--- config.mk ---
export PLATFORM = sky130hd
export DESIGN_NAME = poee_top
export DESIGN_NICKNAME = d
export VERILOG_FILES = /design/src/core/poee_pkg.sv /design/src/core/poee_sync.sv /design/src/core/poee_regbyte.sv /design/src/core/poee_top.sv
export VERILOG_INCLUDE_DIRS = /design/src /design/src/core
export SDC_FILE = /design/constraint.sdc
export NUM_CORES = 1
export LEC_CHECK = 0
export BUFFER_PORTS_ARGS = -buffer_cell sky130_fd_sc_hd__buf_2
export CORE_MARGIN = 3
export CORE_UTILIZATION = 53
export CTS_BUF_LIST = sky130_fd_sc_hd__clkbuf_2 sky130_fd_sc_hd__clkbuf_4 sky130_fd_sc_hd__clkbuf_8
export DETAILED_ROUTE_END_ITERATION = 6
export PLACE_DENSITY = 0.88
export SYNTH_ARGS = -nofsm -noshare
export SYNTH_HDL_FRONTEND = slang
export SYNTH_HIERARCHICAL = 1
export SYNTH_SLANG_ARGS = --single-unit
--- constraint.sdc ---
create_clock -name ref_clk -period 1.7 [get_ports ref_clk]
set_input_delay 0.17 -clock ref_clk [delete_from_list [all_inputs] [get_ports ref_clk]]
set_output_delay 0.17 -clock ref_clk [all_outputs]
set_load 0.03 [all_outputs]
--- src/core/poee_defs.svh ---
// register addresses, field positions and reset values of the event-enable block
`ifndef POEE_DEFS_SVH
`define POEE_DEFS_SVH
`define POEE_ADDR_OTG_W      6'h0A
`define POEE_ADDR_OTG_S      6'h0B
`define POEE_ADDR_OTG_C      6'h0C
`define POEE_ADDR_RISE_W     6'h0D
`define POEE_ADDR_RISE_S     6'h0E
`define POEE_ADDR_RISE_C     6'h0F
`define POEE_ADDR_FALL_W     6'h10
`define POEE_ADDR_FALL_S     6'h11
`define POEE_ADDR_FALL_C     6'h12
`define POEE_ADDR_STAT       6'h13
`define POEE_ADDR_LATCH      6'h14
`define POEE_NSRC            5
`define POEE_BIT_ID_GROUNDED      4
`define POEE_BIT_SESSION_ENDED    3
`define POEE_BIT_SESS_VALID  2
`define POEE_BIT_VBUS_VALID  1
`define POEE_BIT_HOST_DISC   0
`define POEE_BIT_DM_PD       2
`define POEE_BIT_DP_PD       1
`define POEE_BIT_ID_PU       0
`define POEE_EN_RESET        8'h1F
`define POEE_OTG_RESET       8'h06
`define POEE_SRC_MASK        8'h1F
`define POEE_ZERO_BYTE       8'h00
`endif

--- src/core/poee_pkg.sv ---
// types shared by the event-enable block
package poee_pkg;
  typedef enum logic [1:0] {
    POEE_OP_NONE  = 2'b00,
    POEE_OP_WRITE = 2'b01,
    POEE_OP_SET   = 2'b10,
    POEE_OP_CLEAR = 2'b11
  } poee_op_type;
endpackage

--- src/core/poee_sync.sv ---
// two-flop synchroniser for the analogue status sources
`timescale 1ns/1ns
module poee_sync (
  input  wire logic       ref_clk,
  input  wire logic       rstn,
  input  wire logic [4:0] async_in,
  output logic      [4:0] sync_out
);
  logic [4:0] stage1;
  always_ff @(posedge ref_clk) begin
    if (!rstn) begin
      stage1   <= 5'h00;
      sync_out <= 5'h00;
    end else begin
      stage1   <= async_in;
      sync_out <= stage1;
    end
  end
endmodule

--- src/core/poee_regbyte.sv ---
// one byte register with write, set and clear access
`timescale 1ns/1ns
`include "poee_defs.svh"
module poee_regbyte #(
  parameter logic [7:0] RESET_VAL = 8'h00,
  parameter logic [7:0] KEEP_MASK = 8'hFF
) (
  input  wire logic                 ref_clk,
  input  wire logic                 rstn,
  input  wire poee_pkg::poee_op_type op,
  input  wire logic [7:0]           wdata,
  output logic      [7:0]           value
);
  logic [7:0] next_value;
  // write replaces, set ors in, clear removes ones
  assign next_value = (op == poee_pkg::POEE_OP_WRITE) ? (wdata & KEEP_MASK) :
                      (op == poee_pkg::POEE_OP_SET)   ? ((value | wdata) & KEEP_MASK) :
                      (op == poee_pkg::POEE_OP_CLEAR) ? (value & ~wdata) : value;
  always_ff @(posedge ref_clk) begin
    if (!rstn) begin
      value <= RESET_VAL;
    end else begin
      value <= next_value;
    end
  end
endmodule

--- src/core/poee_top.sv ---
// otg event-enable registers, edge detection and termination control
//
// Behaviour
// - minus-line pull-down connected while control bit 2 is one, else open
// - plus-line pull-down connected while control bit 1 is one, else open
// - control bit 0 drives the id line pull-up
// - enabled rising source change raises interrupt and rxcmd request, else ignored
// - enabled falling source change raises interrupt and rxcmd request, else ignored
// - rise enables: bit4 id, 3 session_ended, 2 sess valid, 1 vbus, 0 disc
// - fall enables use the same mapping, bits 7 to 5 reserved
// - all five enables reset to one, reserved bits reset to zero
// - rise enable read at 0Dh-0Fh, write 0Dh, set 0Eh, clear 0Fh
// - fall enable read at 10h-12h, write 10h, set 11h, clear 12h
// - status at 13h shows present source values, same positions
// - latch at 14h sets on enabled change, clears on read or low power
`timescale 1ns/1ns
`include "poee_defs.svh"
module poee_top (
  input  wire logic       ref_clk,
  input  wire logic       rstn,
  input  wire logic       reg_wr,
  input  wire logic       reg_rd,
  input  wire logic [5:0] reg_addr,
  input  wire logic [7:0] reg_wdata,
  input  wire logic       low_power,
  input  wire logic       id_grounded,
  input  wire logic       session_ended,
  input  wire logic       session_valid_cmp,
  input  wire logic       vbus_valid_cmp,
  input  wire logic       host_disconnect_det,
  output logic      [7:0] reg_rdata,
  output logic            event_irq,
  output logic            rxcmd_req,
  output logic      [4:0] rxcmd_status,
  output logic            minus_line_pulldown_en,
  output logic            plus_line_pulldown_en,
  output logic            id_line_pullup_en
);
  //----------------------------------------------------------------
  // source synchronisation and edge detection
  //----------------------------------------------------------------
  logic [4:0] src_async;
  logic [4:0] src_sync;
  logic [4:0] src_prev;
  logic [4:0] rise_evt;
  logic [4:0] fall_evt;
  logic [4:0] hit;
  logic       any_hit;

  // status bit order, id ground on top
  assign src_async = {id_grounded, session_ended, session_valid_cmp,
                      vbus_valid_cmp, host_disconnect_det};

  poee_sync u_sync (
    .ref_clk  (ref_clk),
    .rstn     (rstn),
    .async_in (src_async),
    .sync_out (src_sync)
  );

  always_ff @(posedge ref_clk) begin
    if (!rstn) begin
      src_prev <= 5'h00;
    end else begin
      src_prev <= src_sync;
    end
  end

  //----------------------------------------------------------------
  // register access decode
  //----------------------------------------------------------------
  poee_pkg::poee_op_type op_otg;
  poee_pkg::poee_op_type op_rise;
  poee_pkg::poee_op_type op_fall;
  logic [7:0] otg_termination_control;
  logic [7:0] rise_event_enable;
  logic [7:0] fall_event_enable;
  logic [7:0] source_latch_reg;
  logic [7:0] next_rdata;
  logic [4:0] next_latch;
  logic       latch_read;

  assign op_otg  = !reg_wr                           ? poee_pkg::POEE_OP_NONE :
                   (reg_addr == `POEE_ADDR_OTG_W)    ? poee_pkg::POEE_OP_WRITE :
                   (reg_addr == `POEE_ADDR_OTG_S)    ? poee_pkg::POEE_OP_SET :
                   (reg_addr == `POEE_ADDR_OTG_C)    ? poee_pkg::POEE_OP_CLEAR :
                                                       poee_pkg::POEE_OP_NONE;
  assign op_rise = !reg_wr                           ? poee_pkg::POEE_OP_NONE :
                   (reg_addr == `POEE_ADDR_RISE_W)   ? poee_pkg::POEE_OP_WRITE :
                   (reg_addr == `POEE_ADDR_RISE_S)   ? poee_pkg::POEE_OP_SET :
                   (reg_addr == `POEE_ADDR_RISE_C)   ? poee_pkg::POEE_OP_CLEAR :
                                                       poee_pkg::POEE_OP_NONE;
  assign op_fall = !reg_wr                           ? poee_pkg::POEE_OP_NONE :
                   (reg_addr == `POEE_ADDR_FALL_W)   ? poee_pkg::POEE_OP_WRITE :
                   (reg_addr == `POEE_ADDR_FALL_S)   ? poee_pkg::POEE_OP_SET :
                   (reg_addr == `POEE_ADDR_FALL_C)   ? poee_pkg::POEE_OP_CLEAR :
                                                       poee_pkg::POEE_OP_NONE;

  poee_regbyte #(.RESET_VAL(`POEE_OTG_RESET), .KEEP_MASK(8'hFF)) u_otg (
    .ref_clk (ref_clk),
    .rstn    (rstn),
    .op      (op_otg),
    .wdata   (reg_wdata),
    .value   (otg_termination_control)
  );

  // five enables reset to one, reserved bits held at zero
  poee_regbyte #(.RESET_VAL(`POEE_EN_RESET), .KEEP_MASK(`POEE_SRC_MASK)) u_rise (
    .ref_clk (ref_clk),
    .rstn    (rstn),
    .op      (op_rise),
    .wdata   (reg_wdata),
    .value   (rise_event_enable)
  );

  poee_regbyte #(.RESET_VAL(`POEE_EN_RESET), .KEEP_MASK(`POEE_SRC_MASK)) u_fall (
    .ref_clk (ref_clk),
    .rstn    (rstn),
    .op      (op_fall),
    .wdata   (reg_wdata),
    .value   (fall_event_enable)
  );

  //----------------------------------------------------------------
  // per-source enabled events
  //----------------------------------------------------------------
  genvar gi;
  generate
    for (gi = 0; gi < `POEE_NSRC; gi = gi + 1) begin : g_src
      assign rise_evt[gi] = src_sync[gi] & ~src_prev[gi];
      assign fall_evt[gi] = ~src_sync[gi] & src_prev[gi];
      assign hit[gi]      = (rise_evt[gi] & rise_event_enable[gi]) |
                            (fall_evt[gi] & fall_event_enable[gi]);
    end
  endgenerate
  assign any_hit = |hit;

  //----------------------------------------------------------------
  // latch, read data and outputs
  //----------------------------------------------------------------
  assign latch_read = reg_rd && (reg_addr == `POEE_ADDR_LATCH);
  // new events win over the read clear
  assign next_latch = (low_power ? 5'h00 :
                       (latch_read ? 5'h00 : source_latch_reg[4:0])) | hit;

  assign next_rdata =
    (reg_addr >= `POEE_ADDR_OTG_W  && reg_addr <= `POEE_ADDR_OTG_C)  ? otg_termination_control :
    (reg_addr >= `POEE_ADDR_RISE_W && reg_addr <= `POEE_ADDR_RISE_C) ? rise_event_enable :
    (reg_addr >= `POEE_ADDR_FALL_W && reg_addr <= `POEE_ADDR_FALL_C) ? fall_event_enable :
    (reg_addr == `POEE_ADDR_STAT)  ? {3'h0, src_sync} :
    (reg_addr == `POEE_ADDR_LATCH) ? source_latch_reg : `POEE_ZERO_BYTE;

  always_ff @(posedge ref_clk) begin
    if (!rstn) begin
      source_latch_reg       <= 8'h00;
      reg_rdata              <= 8'h00;
      event_irq              <= 1'b0;
      rxcmd_req              <= 1'b0;
      rxcmd_status           <= 5'h00;
      minus_line_pulldown_en <= 1'b0;
      plus_line_pulldown_en  <= 1'b0;
      id_line_pullup_en      <= 1'b0;
    end else begin
      source_latch_reg       <= {3'h0, next_latch};
      reg_rdata              <= reg_rd ? next_rdata : reg_rdata;
      event_irq              <= any_hit;
      rxcmd_req              <= any_hit;
      rxcmd_status           <= any_hit ? src_sync : rxcmd_status;
      minus_line_pulldown_en <= otg_termination_control[`POEE_BIT_DM_PD];
      plus_line_pulldown_en  <= otg_termination_control[`POEE_BIT_DP_PD];
      id_line_pullup_en      <= otg_termination_control[`POEE_BIT_ID_PU];
    end
  end

  //----------------------------------------------------------------
  // assertions
  //----------------------------------------------------------------
  a_rise_event_report: assert property (@(posedge ref_clk) disable iff (!rstn)
    (rise_evt[`POEE_BIT_VBUS_VALID] && rise_event_enable[`POEE_BIT_VBUS_VALID])
      |=> (rxcmd_req && event_irq))
    else $error("enabled rising change not reported");
  a_rise_masked_ignore: assert property (@(posedge ref_clk) disable iff (!rstn)
    (rise_evt != 5'h00 && (rise_evt & rise_event_enable[4:0]) == 5'h00 &&
     (fall_evt & fall_event_enable[4:0]) == 5'h00) |=> !rxcmd_req)
    else $error("masked change was reported");
  a_fall_event_report: assert property (@(posedge ref_clk) disable iff (!rstn)
    (fall_evt[`POEE_BIT_ID_GROUNDED] && fall_event_enable[`POEE_BIT_ID_GROUNDED])
      |=> (rxcmd_req && !rxcmd_status[`POEE_BIT_ID_GROUNDED]))
    else $error("enabled falling change not reported");
  a_enable_reserved_zero: assert property (@(posedge ref_clk) disable iff (!rstn)
    (rise_event_enable[7:5] == 3'h0) && (fall_event_enable[7:5] == 3'h0))
    else $error("reserved enable bits not zero");
  a_enable_reset_ones: assert property (@(posedge ref_clk)
    (rstn && $past(!rstn)) |-> (rise_event_enable == `POEE_EN_RESET &&
                               fall_event_enable == `POEE_EN_RESET))
    else $error("enables not one after reset");
  a_set_access_or: assert property (@(posedge ref_clk) disable iff (!rstn)
    (reg_wr && reg_addr == `POEE_ADDR_RISE_S)
      |=> ((rise_event_enable[4:0] & $past(reg_wdata[4:0])) == $past(reg_wdata[4:0])))
    else $error("set access did not set bits");
  a_clear_access_and: assert property (@(posedge ref_clk) disable iff (!rstn)
    (reg_wr && reg_addr == `POEE_ADDR_FALL_C)
      |=> ((fall_event_enable & $past(reg_wdata)) == 8'h00))
    else $error("clear access left bits set");
  a_latch_on_event: assert property (@(posedge ref_clk) disable iff (!rstn)
    any_hit |=> (source_latch_reg[4:0] & $past(hit)) == $past(hit))
    else $error("latch missed an event");
  a_latch_low_power: assert property (@(posedge ref_clk) disable iff (!rstn)
    (low_power && !any_hit) |=> source_latch_reg == 8'h00)
    else $error("latch not cleared in low power");
  a_pulldown_follow: assert property (@(posedge ref_clk) disable iff (!rstn)
    1'b1 |=> minus_line_pulldown_en == $past(otg_termination_control[`POEE_BIT_DM_PD]))
    else $error("minus pull-down not following control");
  a_plus_pulldown_follow: assert property (@(posedge ref_clk) disable iff (!rstn)
    1'b1 |=> plus_line_pulldown_en == $past(otg_termination_control[`POEE_BIT_DP_PD]))
    else $error("plus pull-down not following control");
  a_id_line_pullup_en_follow: assert property (@(posedge ref_clk) disable iff (!rstn)
    1'b1 |=> id_line_pullup_en == $past(otg_termination_control[`POEE_BIT_ID_PU]))
    else $error("id pull-up not following control");

  //----------------------------------------------------------------
  // event assertions
  //----------------------------------------------------------------
  a_rise_any_report: assert property (@(posedge ref_clk) disable iff (!rstn)
    (rise_evt & rise_event_enable[4:0]) != 5'h00
      |=> (event_irq && rxcmd_req))
    else $error("enabled rising change missed");
  a_fall_any_report: assert property (@(posedge ref_clk) disable iff (!rstn)
    (fall_evt & fall_event_enable[4:0]) != 5'h00
      |=> (event_irq && rxcmd_req))
    else $error("enabled falling change missed");
  a_fall_masked_ignore: assert property (@(posedge ref_clk) disable iff (!rstn)
    (fall_evt != 5'h00 && (fall_evt & fall_event_enable[4:0]) == 5'h00 &&
     (rise_evt & rise_event_enable[4:0]) == 5'h00) |=> !event_irq)
    else $error("masked falling change was reported");
  a_no_hit_quiet: assert property (@(posedge ref_clk) disable iff (!rstn)
    !any_hit |=> (!event_irq && !rxcmd_req))
    else $error("report without enabled change");
  a_status_capture: assert property (@(posedge ref_clk) disable iff (!rstn)
    any_hit |=> rxcmd_status == $past(src_sync))
    else $error("rxcmd status not captured");
  a_status_hold: assert property (@(posedge ref_clk) disable iff (!rstn)
    !any_hit |=> $stable(rxcmd_status))
    else $error("rxcmd status changed without event");
  a_edge_detect: assert property (@(posedge ref_clk) disable iff (!rstn)
    $past(rstn) |-> (rise_evt | fall_evt) == (src_sync ^ $past(src_sync)))
    else $error("change detection wrong");

  //----------------------------------------------------------------
  // register access assertions
  //----------------------------------------------------------------
  a_rise_write_replace: assert property (@(posedge ref_clk) disable iff (!rstn)
    (reg_wr && reg_addr == `POEE_ADDR_RISE_W)
      |=> rise_event_enable == ($past(reg_wdata) & `POEE_SRC_MASK))
    else $error("rise write did not replace");
  a_fall_write_replace: assert property (@(posedge ref_clk) disable iff (!rstn)
    (reg_wr && reg_addr == `POEE_ADDR_FALL_W)
      |=> fall_event_enable == ($past(reg_wdata) & `POEE_SRC_MASK))
    else $error("fall write did not replace");
  a_fall_set_or: assert property (@(posedge ref_clk) disable iff (!rstn)
    (reg_wr && reg_addr == `POEE_ADDR_FALL_S)
      |=> ((fall_event_enable[4:0] & $past(reg_wdata[4:0])) == $past(reg_wdata[4:0])))
    else $error("fall set did not set bits");
  a_rise_clear_and: assert property (@(posedge ref_clk) disable iff (!rstn)
    (reg_wr && reg_addr == `POEE_ADDR_RISE_C)
      |=> ((rise_event_enable & $past(reg_wdata)) == `POEE_ZERO_BYTE))
    else $error("rise clear left bits set");
  a_otg_write_replace: assert property (@(posedge ref_clk) disable iff (!rstn)
    (reg_wr && reg_addr == `POEE_ADDR_OTG_W)
      |=> otg_termination_control == $past(reg_wdata))
    else $error("control write did not replace");
  a_otg_set_or: assert property (@(posedge ref_clk) disable iff (!rstn)
    (reg_wr && reg_addr == `POEE_ADDR_OTG_S)
      |=> ((otg_termination_control & $past(reg_wdata)) == $past(reg_wdata)))
    else $error("control set did not set bits");
  a_otg_clear_and: assert property (@(posedge ref_clk) disable iff (!rstn)
    (reg_wr && reg_addr == `POEE_ADDR_OTG_C)
      |=> ((otg_termination_control & $past(reg_wdata)) == `POEE_ZERO_BYTE))
    else $error("control clear left bits set");
  a_rise_read_alias: assert property (@(posedge ref_clk) disable iff (!rstn)
    (reg_rd && reg_addr >= `POEE_ADDR_RISE_W && reg_addr <= `POEE_ADDR_RISE_C)
      |=> reg_rdata == $past(rise_event_enable))
    else $error("rise enable read wrong");
  a_fall_read_alias: assert property (@(posedge ref_clk) disable iff (!rstn)
    (reg_rd && reg_addr >= `POEE_ADDR_FALL_W && reg_addr <= `POEE_ADDR_FALL_C)
      |=> reg_rdata == $past(fall_event_enable))
    else $error("fall enable read wrong");
  a_rdata_hold: assert property (@(posedge ref_clk) disable iff (!rstn)
    !reg_rd |=> $stable(reg_rdata))
    else $error("read data changed without read");

  //----------------------------------------------------------------
  // status and latch assertions
  //----------------------------------------------------------------
  a_status_read: assert property (@(posedge ref_clk) disable iff (!rstn)
    (reg_rd && reg_addr == `POEE_ADDR_STAT)
      |=> reg_rdata == {3'h0, $past(src_sync)})
    else $error("status read wrong");
  a_latch_read_clear: assert property (@(posedge ref_clk) disable iff (!rstn)
    (latch_read && !any_hit) |=> source_latch_reg == `POEE_ZERO_BYTE)
    else $error("latch not cleared by read");
endmodule

**Yosys cells after proc, flatten, opt, wreduce, memory -nomap -nowiden**

Index checks and enable logic that the tools add are counted.
Widths: inputs -> output; s select.

- $lt $le $gt $ge: 6
- Equal/unequal tests: 20
- Muxes and demuxes: 28
- Bitwise logic cells: 44
- Reduce and logical (&&, ||, !) cells: 10

Operator list:

| operator | count |
|---|---|
| $mux 8 | 8 |
| $mux 5 | 8 |
| $eq 6x4->1 const B | 6 |
| $eq 6x5->1 const B | 5 |
| $and 8x8->8 | 3 |
| $mux 2 | 12 |
| $and 1x1->1 | 20 |
| $or 5x5->5 | 3 |
| $eq 2x2->1 const B | 6 |
| $ge 6x4->1 const B | 2 |
| $le 6x4->1 const B | 2 |
| $not 1->1 | 11 |
| $reduce_bool 3->1 | 3 |
| $not 8->8 | 1 |
| $or 8x8->8 | 1 |
| $eq 2x1->1 const B | 3 |
| $ge 6x5->1 const B | 1 |
| $le 6x5->1 const B | 1 |
| $reduce_or 3->1 | 2 |
| $or 1x1->1 | 5 |
| $reduce_or 5->1 | 1 |
| $logic_and 1x1->1 | 4 |

- Register bits: 64
- Input bits: 24
- Output and inout port bits: 18
- Word-level logic and storage cells: 124

**Depth between registers and ports, before layout**

Gate-level depths: netlist (run 1).

- Depth after elaboration: 9
- Mapped depth: 7

**Modules after synthesis**

Netlist (run 1), hierarchy kept.

By module, submodules not included:

| module | times used | cells an instance | area an instance (um2) | seq. area each (um2) |
|---|---|---|---|---|
| poee_top | 1 | 170 | 1377.6 | 540.5 |
| poee_regbyte at u_fall ... | 2 | 42 | 374.1 | 160.2 |
| poee_regbyte at u_otg | 1 | 39 | 379.1 | 160.2 |
| poee_sync | 1 | 20 | 262.8 | 200.2 |

**Worst setup path after synthesis (run 1)**

Ideal clock, no wire load.

- Path kind: input to register
- Start point: input reg_addr[2]
- End point: register (tool-made name)
- Library setup time: 0.078 ns
- Arrival time: 1.503 ns
- Required time: 1.622 ns
- Slack: 0.119 ns
- Cell stages on the path: 7
- Path buffers: 2
- Cells stage by stage: buf_2 -> nor4b_1 -> nand2_1 -> nor2_1 -> buf_6 -> o21ai_0 -> a32oi_1

RTL lines:

| element | RTL line | RTL |
|---|---|---|
| start: declaration | poee_top.sv:23 | `input wire logic [5:0] reg_addr,` |

==> results of run 1 <==
[kinds of logic (layout without fill, tap and decap cells)]
family | count (synthesis) | in the layout
flip-flops | 61 | 61
AND/OR/NAND/NOR | 107 | 107
multiplexers | 8 | 8
buffers and inverters | 34 | 87
XOR/XNOR | 15 | 15
AO/OA/AOI/OAI | 88 | 88
[worst max-delay path, stage by stage, from the launching register on]
cell	delay [ns]
dfxtp_1	0.36
nand2_1	0.06
o21ai_0	0.31
nor3_1	0.09
nand2_1	0.27
mux2i_1	0.22
[routing by layer]
layer | vias to the layer above | global-route usage | wire length, µm
met1 | 1141 | 0.314 | 2980
met2 | 106 | 0.333 | 2890
li1 | 1193 | - | -
met4 | 0 | 0.128 | 140
met3 | 16 | 0.0734 | 555
met5 | - | 0 | 0
[how the worst max path moves through the flow]
stage / start / to / slack (ns)
global route: reg_addr[2] / source_latch_reg[1]$_SDFF_PN0_ / 0.18
detailed placement: reg_addr[2] / source_latch_reg[1]$_SDFF_PN0_ / 0.02
finish: register / rxcmd_status[2]$_SDFFE_PN0P_ / 0.31
floorplan: reg_addr[2] / register / 0.12
CTS: register / rxcmd_status[2]$_SDFFE_PN0P_ / 0.32
global placement: reg_addr[3] / register / 0.09
[cell type report]
class	instances	area, µm²
Sequential cell	61	1220
Fill cell	393	1600
Timing Repair Buffer	56	330
Multi-Input combinational cell	218	1380
Tap cell	67	83.8
Inverter	16	60.1
Clock buffer	15	200
[layout by cell type (no fill, tap or decap), types with 2 or more instances in the layout]
| cell type | Yosys | routed |
|---|---|---|
| a21boi_0 | 2 | 2 |
| o21ai_0 | 32 | 32 |
| nand3b_1 | 14 | 14 |
| nor3_1 | 2 | 2 |
| mux2i_1 | 8 | 8 |
| o22ai_1 | 4 | 4 |
| dfxtp_1 | 61 | 61 |
| xnor2_1 | 14 | 14 |
| o21bai_1 | 2 | 2 |
| and3_1 | 9 | 9 |
| inv_1 | 16 | 16 |
| and2_1 | 20 | 20 |
| buf_4 | 1 | 14 |
| a31o_1 | 6 | 6 |
| a32oi_1 | 12 | 12 |
| a21oi_1 | 19 | 19 |
| or2_1 | 2 | 2 |
| clkbuf_8 | 0 | 14 |
| o32ai_1 | 2 | 2 |
| buf_2 | 9 | 41 |
| nor2b_1 | 10 | 10 |
| a31oi_1 | 3 | 3 |
| a221oi_1 | 3 | 3 |
| nor2_1 | 4 | 4 |
| nand2_1 | 38 | 38 |
| o31ai_1 | 3 | 3 |
[cells in the mapped netlist]
| cell | number | area [µm²] |
|---|---|---|
| clkbuf_2 | 1 | 5.00 |
| or2_1 | 2 | 12.5 |
| and2_1 | 20 | 125 |
| o32ai_1 | 2 | 17.5 |
| nor3b_1 | 1 | 7.51 |
| a221oi_1 | 3 | 26.3 |
| a21oi_1 | 19 | 95.1 |
| o21ai_0 | 32 | 160 |
| or4b_1 | 1 | 10.0 |
| nand3b_1 | 14 | 105 |
| buf_6 | 3 | 33.8 |
| xor2_2 | 1 | 16.3 |
| o21bai_1 | 2 | 15.0 |
| a21boi_0 | 2 | 15.0 |
| nand2_1 | 38 | 143 |
| mux2i_1 | 8 | 80.1 |
| a31o_1 | 6 | 52.6 |
| dfxtp_1 | 61 | 1220 |
| buf_2 | 9 | 45.0 |
| inv_1 | 16 | 60.1 |
| a31oi_1 | 3 | 18.8 |
| clkbuf_1 | 4 | 15.0 |
| xnor2_1 | 14 | 123 |
| and3_1 | 9 | 56.3 |
| nand2b_1 | 1 | 6.26 |
| nor2b_1 | 10 | 62.6 |
| buf_4 | 1 | 7.51 |
| o31ai_1 | 3 | 22.5 |
| nor3_1 | 2 | 10.0 |
| or3b_4 | 1 | 11.3 |
| nand3_1 | 1 | 5.00 |
| a32oi_1 | 12 | 105 |
| nor4b_1 | 1 | 8.76 |
| nor2_1 | 4 | 15.0 |
| or2_2 | 1 | 6.26 |
| nor4b_4 | 1 | 23.8 |
| o22ai_1 | 4 | 25.0 |
[per-stage QoR]
step | instances | util | cell area (µm²) | hold WS (ns)
floorplan | 313 | - | 2770 | 0.292
global placement | 418 | 0.630 | 3080 | 0.377
detailed placement | 418 | 0.630 | 3080 | 0.381
CTS | 433 | 0.671 | 3280 | 0.0233
global route | 433 | 0.671 | 3280 | 0.0272
finish | 433 | 0.671 | 3280 | 0.0359
[report_power, final]
group,switching [µW],internal [µW],total (µW)
Clock,522,737,1260
Combinational,189,128,317
Sequential,22.9,1470,1500
Total,734,2340,3070
==> flow_metrics.tcl, run 1 <==
set metrics [dict create \
    status "completed" \
    rsz0062_at_grt "no" \
    hpwl_mm 4.77 \
    avgSynthCellArea_um2 8.84 \
    synth_fa_ha_area_frac 0 \
    hold_depth 2 \
    grt_pass1_wl_mm 11.0 \
    firstDrtPassIters 5 \
    grt_pass1_vias 2367 \
    synth_top_family_by_area "simple AND/OR/NAND/NOR gates" \
    grt_max_degree 36 \
    critical_path_arrival_ns 1.66 \
    p_per_area_nw_per_um2 938 \
    die_area_um2 6130 \
    drc_errors 0 \
    leakagePower_uw 0.00146 \
    worst_r2r_path_depth 5 \
    worst-setup-path-type "reg -> reg" \
    netlist_area_um2 2770 \
    ioPinCount 42 \
    end_kind "register" \
    antenna_found_initial 0 \
    netlist-cell-type-count 37 \
    initial_core_util 0.567 \
    synth_mux_area_frac 0.0289 \
    cp.required_ns 1.96 \
    cts_tree "built" \
    hp-start "session_ended" \
    synthCells 313 \
    max_slew_margin 0.752 \
    fin_ws_ns 0.307 \
    clk_pin_slew_ns 0.06 \
    die_w_um 78.3 \
    cts_made_buffers 9 \
    fmax_mhz 718 \
    cts_buffer_depth 2 \
    cp_max_fo 6 \
    rows 25 \
    nets 386 \
    tightest_slew_ns 0.368 \
    place_congestion 0.873 \
    ys_ff_latch 61 \
    drtAntennaViolNets 0 \
    diodes 0 \
    hold_buffers 0 \
    routed_wl_mm 6.57 \
    ys_seq_area_frac 0.441 \
    hold-path-endpoint "u_sync/stage1[3]$_SDFF_PN0_" \
    portBuffers 41 \
    dp_worst_setup_slack_ns 0.0247 \
    cts_resized 0 \
    clk_latency_ns 0.34 \
    design_power_total_uw 3070 \
    vias_per_cell 5.67 \
    period_share 0.820 \
    cts_sinks 61 \
    synth_xor_area_frac 0.0502 \
    peakVddDrop_mv 0.466 \
    setup_tns_ns 0 \
    drive_above_1_share 0.205 \
    drt_iter0_markers 207 \
    worst_hold_path_type "in -> reg" \
    grt_usage 0.234 \
    reg2reg_to "rxcmd_status[2]$_SDFFE_PN0P_" \
    clockRootBuffer "clkbuf_8" \
    setup_viol 0 \
    start_kind "register" \
    synth-compound-area-share 0.200 \
    slew_viol_final 0 \
    fin_crit_ns 1.39 \
    synth_fp_nets 337 \
    die_h_um 78.3 \
    finClkSkew_ns 0.00667 \
    area_growth_pct 18.4 \
    synth-simple-area-share 0.220 \
    maxCapViolations 0 \
    htreeDepth 3 \
    postCtsSetupRepairBufs 0 \
    grt-ovfl-total 0 \
    final_hold_viol_count 0 \
    num_vias 2456 \
    coreArea_um2 4880 \
    yosysWarnings 6 \
    r2r_setup_slack_ns 0.31 \
    wl_per_cell_um 15.2 \
]
No activity file was read; power rests on OpenSTA's default activity.
==> run 2: changes to the inputs <==
Clock period 1.7 ns to 1.17 ns, I/O delays scaled along.
==> run 2 against run 1 <==
The flow now finishes with violations (DRC, setup timing). Sequential cell count is the same. Clock power grew 85%. Worst hold slack lost 0.033 ns. Power grew 69%. First-iteration DRC count grew 140%. Cell area grew 22%. Critical path type is now in -> reg.
==> flow_metrics.tcl, run 2 (synthesis gave the netlist of run 1 again) <==
set metrics [dict create \
    dp_worst_setup_slack_ns -0.403 \
    rows 25 \
    antenna_found_initial 0 \
    drive_above_1_share 0.421 \
    critical_path_arrival_ns 1.63 \
    clockRootBuffer "clkbuf_8" \
    ioPinCount 42 \
    firstDrtPassIters 7 \
    fin_crit_ns 1.44 \
    status "finished, violations left" \
    cp_max_fo 11 \
    wl_met3_mm 1.32 \
    max_slew_margin 0.636 \
    portBuffers 41 \
    top_layer_used "met4" \
    grt-ovfl-total 0 \
    maxCapViolations 0 \
    vias_per_cell 6.66 \
    clk_pin_slew_ns 0.08 \
    num_vias 3182 \
    htreeDepth 3 \
    final_cells 478 \
    leakagePower_uw 0.00176 \
    fin_ws_ns -0.266 \
    drtAntennaViolNets 0 \
    grt_pass1_wl_mm 14.0 \
    wl_per_cell_um 22.5 \
    finClkSkew_ns 0.0132 \
    slew_viol_final 0 \
    cts_buffer_depth 2 \
    hold_ws_ns 0.00268 \
    dpl.cell_count 450 \
    peakVddDrop_mv 0.977 \
    p_per_area_nw_per_um2 1300 \
    coreArea_um2 4880 \
    cp.required_ns 1.37 \
    wl_met1_mm 3.78 \
    diodes 0 \
    routed_wl_mm 10.8 \
    drt_iter0_markers 501 \
    final_cell_mix "dfxtp_1 (51), buf_4 (49), buf_2 (36)" \
    end_kind "register" \
    area_growth_pct 44.4 \
    hpwl_mm 5.38 \
    grt_max_degree 57 \
    rsz0062_at_grt "yes" \
    fmax_mhz 696 \
    place_congestion 0.860 \
    grt_pass1_vias 2826 \
    period_share 1.23 \
    initial_core_util 0.567 \
    drc_errors 9 \
    final_hold_viol_count 0 \
    cts_sinks 61 \
    design_power_total_uw 5190 \
    setup_viol 26 \
    clk_latency_ns 0.35 \
    start_kind "input port" \
    final_common_cell "dfxtp_1" \
    die_area_um2 6130 \
    dr_wl_met2_mm 4.98 \
    cts_tree "built" \
    worst_hold_path_type "in -> reg" \
    nets 431 \
    cts_made_buffers 9 \
    violations "DRC, setup timing" \
    grt_usage 0.296 \
    die_w_um 78.3 \
    die_h_um 78.3 \
    worst-setup-path-type "in -> reg" \
    tightest_slew_ns 0.541 \
]
==> run 2: changes by cell type in the layout (fill, tap and decap cells not counted), sizes merged <==
| cell | before | now |
|---|---|---|
| clkbuf | 15 | 11 |
| clkinvlp | 0 | 1 |
| buf | 56 | 97 |
| bufinv | 0 | 3 |
| dlygate4sd3 | 0 | 4 |
==> run 2: per-layer routing <==
layer	vias to the layer above	global-route usage
met5	-	0
met1	1457	0.353
met2	347	0.492
met4	0	0.126
met3	93	0.0940
li1	1285	-
==> run 2: path summary, 6_finish.rpt <==
| path | from | end | slack, ns | cells after the start |
|---|---|---|---|---|
| max | reg_addr[0] | reg_rdata[5]$_SDFFE_PN0P_ | -0.27 | 6 |
| min | host_disconnect_det | u_sync/stage1[0]$_SDFF_PN0_ | 0.003 | 2 |
| max reg2reg | u_sync/sync_out[0]$_SDFF_PN0_ | rxcmd_status[4]$_SDFFE_PN0P_ | -0.15 | 5 |
| min reg2reg | u_sync/stage1[3]$_SDFF_PN0_ | u_sync/sync_out[3]$_SDFF_PN0_ | 0.45 | 1 |
==> run 2: layout make-up <==
type / instances / area (µm²)
multi-input cells: 218 / 1620
fillers: 239 / 883
inverters: 16 / 60.1
flip-flops and latches: 61 / 1240
repair buffers: 101 / 757
clock buffers: 11 / 139
clock inverters: 4 / 97.6
well taps: 67 / 83.8
==> run 2: repair_timing <==
action	CTS	global route
pin swaps	7	22
endpoints found under the hold margin	4	0
buffers inserted	1	8
hold buffers	4	0
endpoints found under the setup margin	29	41
resized for setup	28	57
gates cloned	1	0
==> run 2: report_power, final <==
part           switching (µW)  leakage, µW  total (µW)  internal [µW]
Combinational             382      0.00115         674            292
Sequential               43.1     0.000500        2180           2140
Clock                     878     0.000116        2330           1450
Total                    1300      0.00176        5190           3880
==> run 2: worst max-delay path: stages <==
cell      delay (ns)
buf_6           0.09
or3b_4          0.43
a21oi_1         0.21
buf_4           0.22
a221oi_2        0.05
o31ai_1         0.50
==> run 2: metrics by stage <==
step / setup TNS [ns] / area, µm² / utilization
floorplan: -4.78 / 2860 / -
global placement: -11.09 / 3400 / 0.696
detailed placement: -13.72 / 3400 / 0.696
CTS: -0.0505 / 3800 / 0.779
global route: -2.58 / 4000 / 0.819
finish: -1.66 / 4000 / 0.819
==> run 3: changes to the inputs <==
Settings changed: CORE_UTILIZATION 53 to 51, CTS_BUF_LIST sky130_fd_sc_hd__clkbuf_2 sky130_fd_sc_hd__clkbuf_4 sky130_fd_sc_hd__clkbuf_8 to sky130_fd_sc_hd__clkbuf_16, PLACE_DENSITY 0.88 to 0.86, REMOVE_ABC_BUFFERS from default to 1.
==> run 3 against run 2 <==
The run ends with setup timing left. Setup slack gained 0.12 ns. Largest cell class unchanged. Via count grew 0.57%. Wire length is 6.5% higher. Largest power group unchanged. Maximum frequency increased by 9.2%.
==> flow_metrics.tcl, run 3 (synthesis gave the netlist of run 1 again) <==
set metrics [dict create \
    grt_usage 0.311 \
    hold-path-endpoint "u_sync/stage1[1]$_SDFF_PN0_" \
    p_per_area_nw_per_um2 1360 \
    drc_errors 0 \
    leakagePower_uw 0.00183 \
    cp_cell_sequence "nand2_1, o21ai_2, nor2_1, nand2_2, mux2i_2" \
    postLayoutCoreUtil 0.816 \
    cts_buffer_depth 2 \
    drt_iter0_markers 600 \
    final_common_cell "dfxtp_1" \
    maxCapViolations 0 \
    reg2reg_to "rxcmd_status[0]$_SDFFE_PN0P_" \
    clk_latency_ns 0.34 \
    grt_pass1_wl_mm 14.8 \
    fin_crit_ns 1.31 \
    violations "setup timing" \
    cts_tree "built" \
    peakVddDrop_mv 1.25 \
    max_slew_margin 0.634 \
    die_area_um2 6350 \
    end_kind "register" \
    fmax_mhz 761 \
    critical-path-top-delay-family "flip-flops" \
    hold_ws_ns 0.0129 \
    grt-ovfl-total 0 \
    die_h_um 79.7 \
    worst_hold_path_type "in -> reg" \
    firstDrtPassIters 5 \
    rsz0062_at_grt "yes" \
    wl_per_cell_um 23.8 \
    antenna_found_initial 0 \
    final_cell_mix "dfxtp_1 (56), buf_4 (42), buf_2 (36)" \
    routed_wl_mm 11.5 \
    period_share 1.12 \
    hold_depth 2 \
    drive_above_1_share 0.445 \
    cpMaxStageDelayCell "dfxtp_1" \
    num_vias 3200 \
    status "finished, violations left" \
    worst_r2r_path_depth 5 \
    final_hold_viol_count 0 \
    cp.required_ns 1.42 \
    finClkSkew_ns 0.00897 \
    setup_viol 29 \
    critical_path_arrival_ns 1.56 \
    coreArea_um2 5170 \
    slew_viol_final 0 \
    rows 26 \
    cts_made_buffers 9 \
    grt_pass1_vias 2928 \
    nets 430 \
    fin_ws_ns -0.145 \
    cts_sinks 61 \
    die_w_um 79.7 \
    cp_num_buf_inv 0 \
    cpPeakStageDelay_ns 0.39 \
    cp_max_fo 6 \
    clockRootBuffer "clkbuf_16" \
    fillers 249 \
    htreeDepth 3 \
    hp-start "vbus_valid_cmp" \
    clk_pin_slew_ns 0.06 \
    tightest_slew_ns 0.545 \
    diodes 0 \
    vias_per_cell 6.65 \
    hpwl_mm 5.07 \
    start_kind "register" \
    area_growth_pct 52.6 \
    portBuffers 41 \
    grt_max_degree 42 \
    ioPinCount 42 \
    worst-setup-path-type "reg -> reg" \
    place_congestion 0.843 \
    drtAntennaViolNets 0 \
    initial_core_util 0.535 \
    r2r_setup_slack_ns -0.14 \
]
run 3: power by group:
group | total (µW) | switching (µW) | internal, µW
logic | 708 | 411 | 297
clock network | 2860 | 1010 | 1850
registers | 2180 | 41.7 | 2140
run 3: layer usage:
metal / track usage / part of all wire / vias up
met5: 0 / 0 / -
li1: - / - / 1296
met4: 0.156 / 0.076 / 0
met3: 0.0892 / 0.11 / 109
met1: 0.354 / 0.36 / 1464
met2: 0.529 / 0.46 / 331
run 3: worst reg2reg max path: cells and delay by family, from the launching register on:
family           cells  cell delay (ns)
AO/OA/AOI/OAI        1             0.17
flip-flops           1             0.39
multiplexers         1             0.27
AND/OR/NAND/NOR      3             0.39
run 3: per-stage QoR:
stage               worst slack, ns  total power (µW)  instance area [µm²]  setup TNS (ns)  std cells
global placement             -0.443              2690                 3300          -13.07        451
detailed placement           -0.447              2710                 3300          -14.44        451
CTS                          -0.135              5540                 3850          -0.877        475
floorplan                    -0.688              2460                 2660          -12.12        295
global route                 -0.181              5880                 4220           -2.72        481
finish                       -0.145              5750                 4220           -1.82        481
run 3: cell type report:
cell class	instances	area [µm²]	share of cell area
Clock buffer	9	225	0.0533
Clock inverter	7	91.3	0.0216
Inverter	16	60.1	0.0142
Multi-Input combinational cell	218	1760	0.417
Sequential cell	61	1230	0.291
Tap cell	70	87.6	0.0207
Timing Repair Buffer	100	768	0.182
run 3: worst max-delay path by stage:
| stage | cells past startpoint | endpoint | slack [ns] | from |
|---|---|---|---|---|
| after detailed placement | 5 | reg_rdata[5]$_SDFFE_PN0P_ | -0.45 | reg_addr[5] |
| after floorplan | 6 | register | -0.69 | reg_addr[5] |
| after global placement | 5 | reg_rdata[6]$_SDFFE_PN0P_ | -0.44 | reg_addr[5] |
| after global routing | 5 | rxcmd_status[0]$_SDFFE_PN0P_ | -0.18 | src_prev[4]$_SDFF_PN0_ |
| final | 5 | rxcmd_status[0]$_SDFFE_PN0P_ | -0.14 | register |
| after CTS | 7 | reg_rdata[2]$_SDFFE_PN0P_ | -0.14 | reg_addr[1] |
run 3: repair_timing:
item,4_1_cts,5_1_grt
setup endpoints to repair,39,43
pin swaps,21,28
setup buffers,3,5
endpoints found under the hold margin,3,0
resized for setup,49,81
gates cloned,2,1
hold buffers,3,0
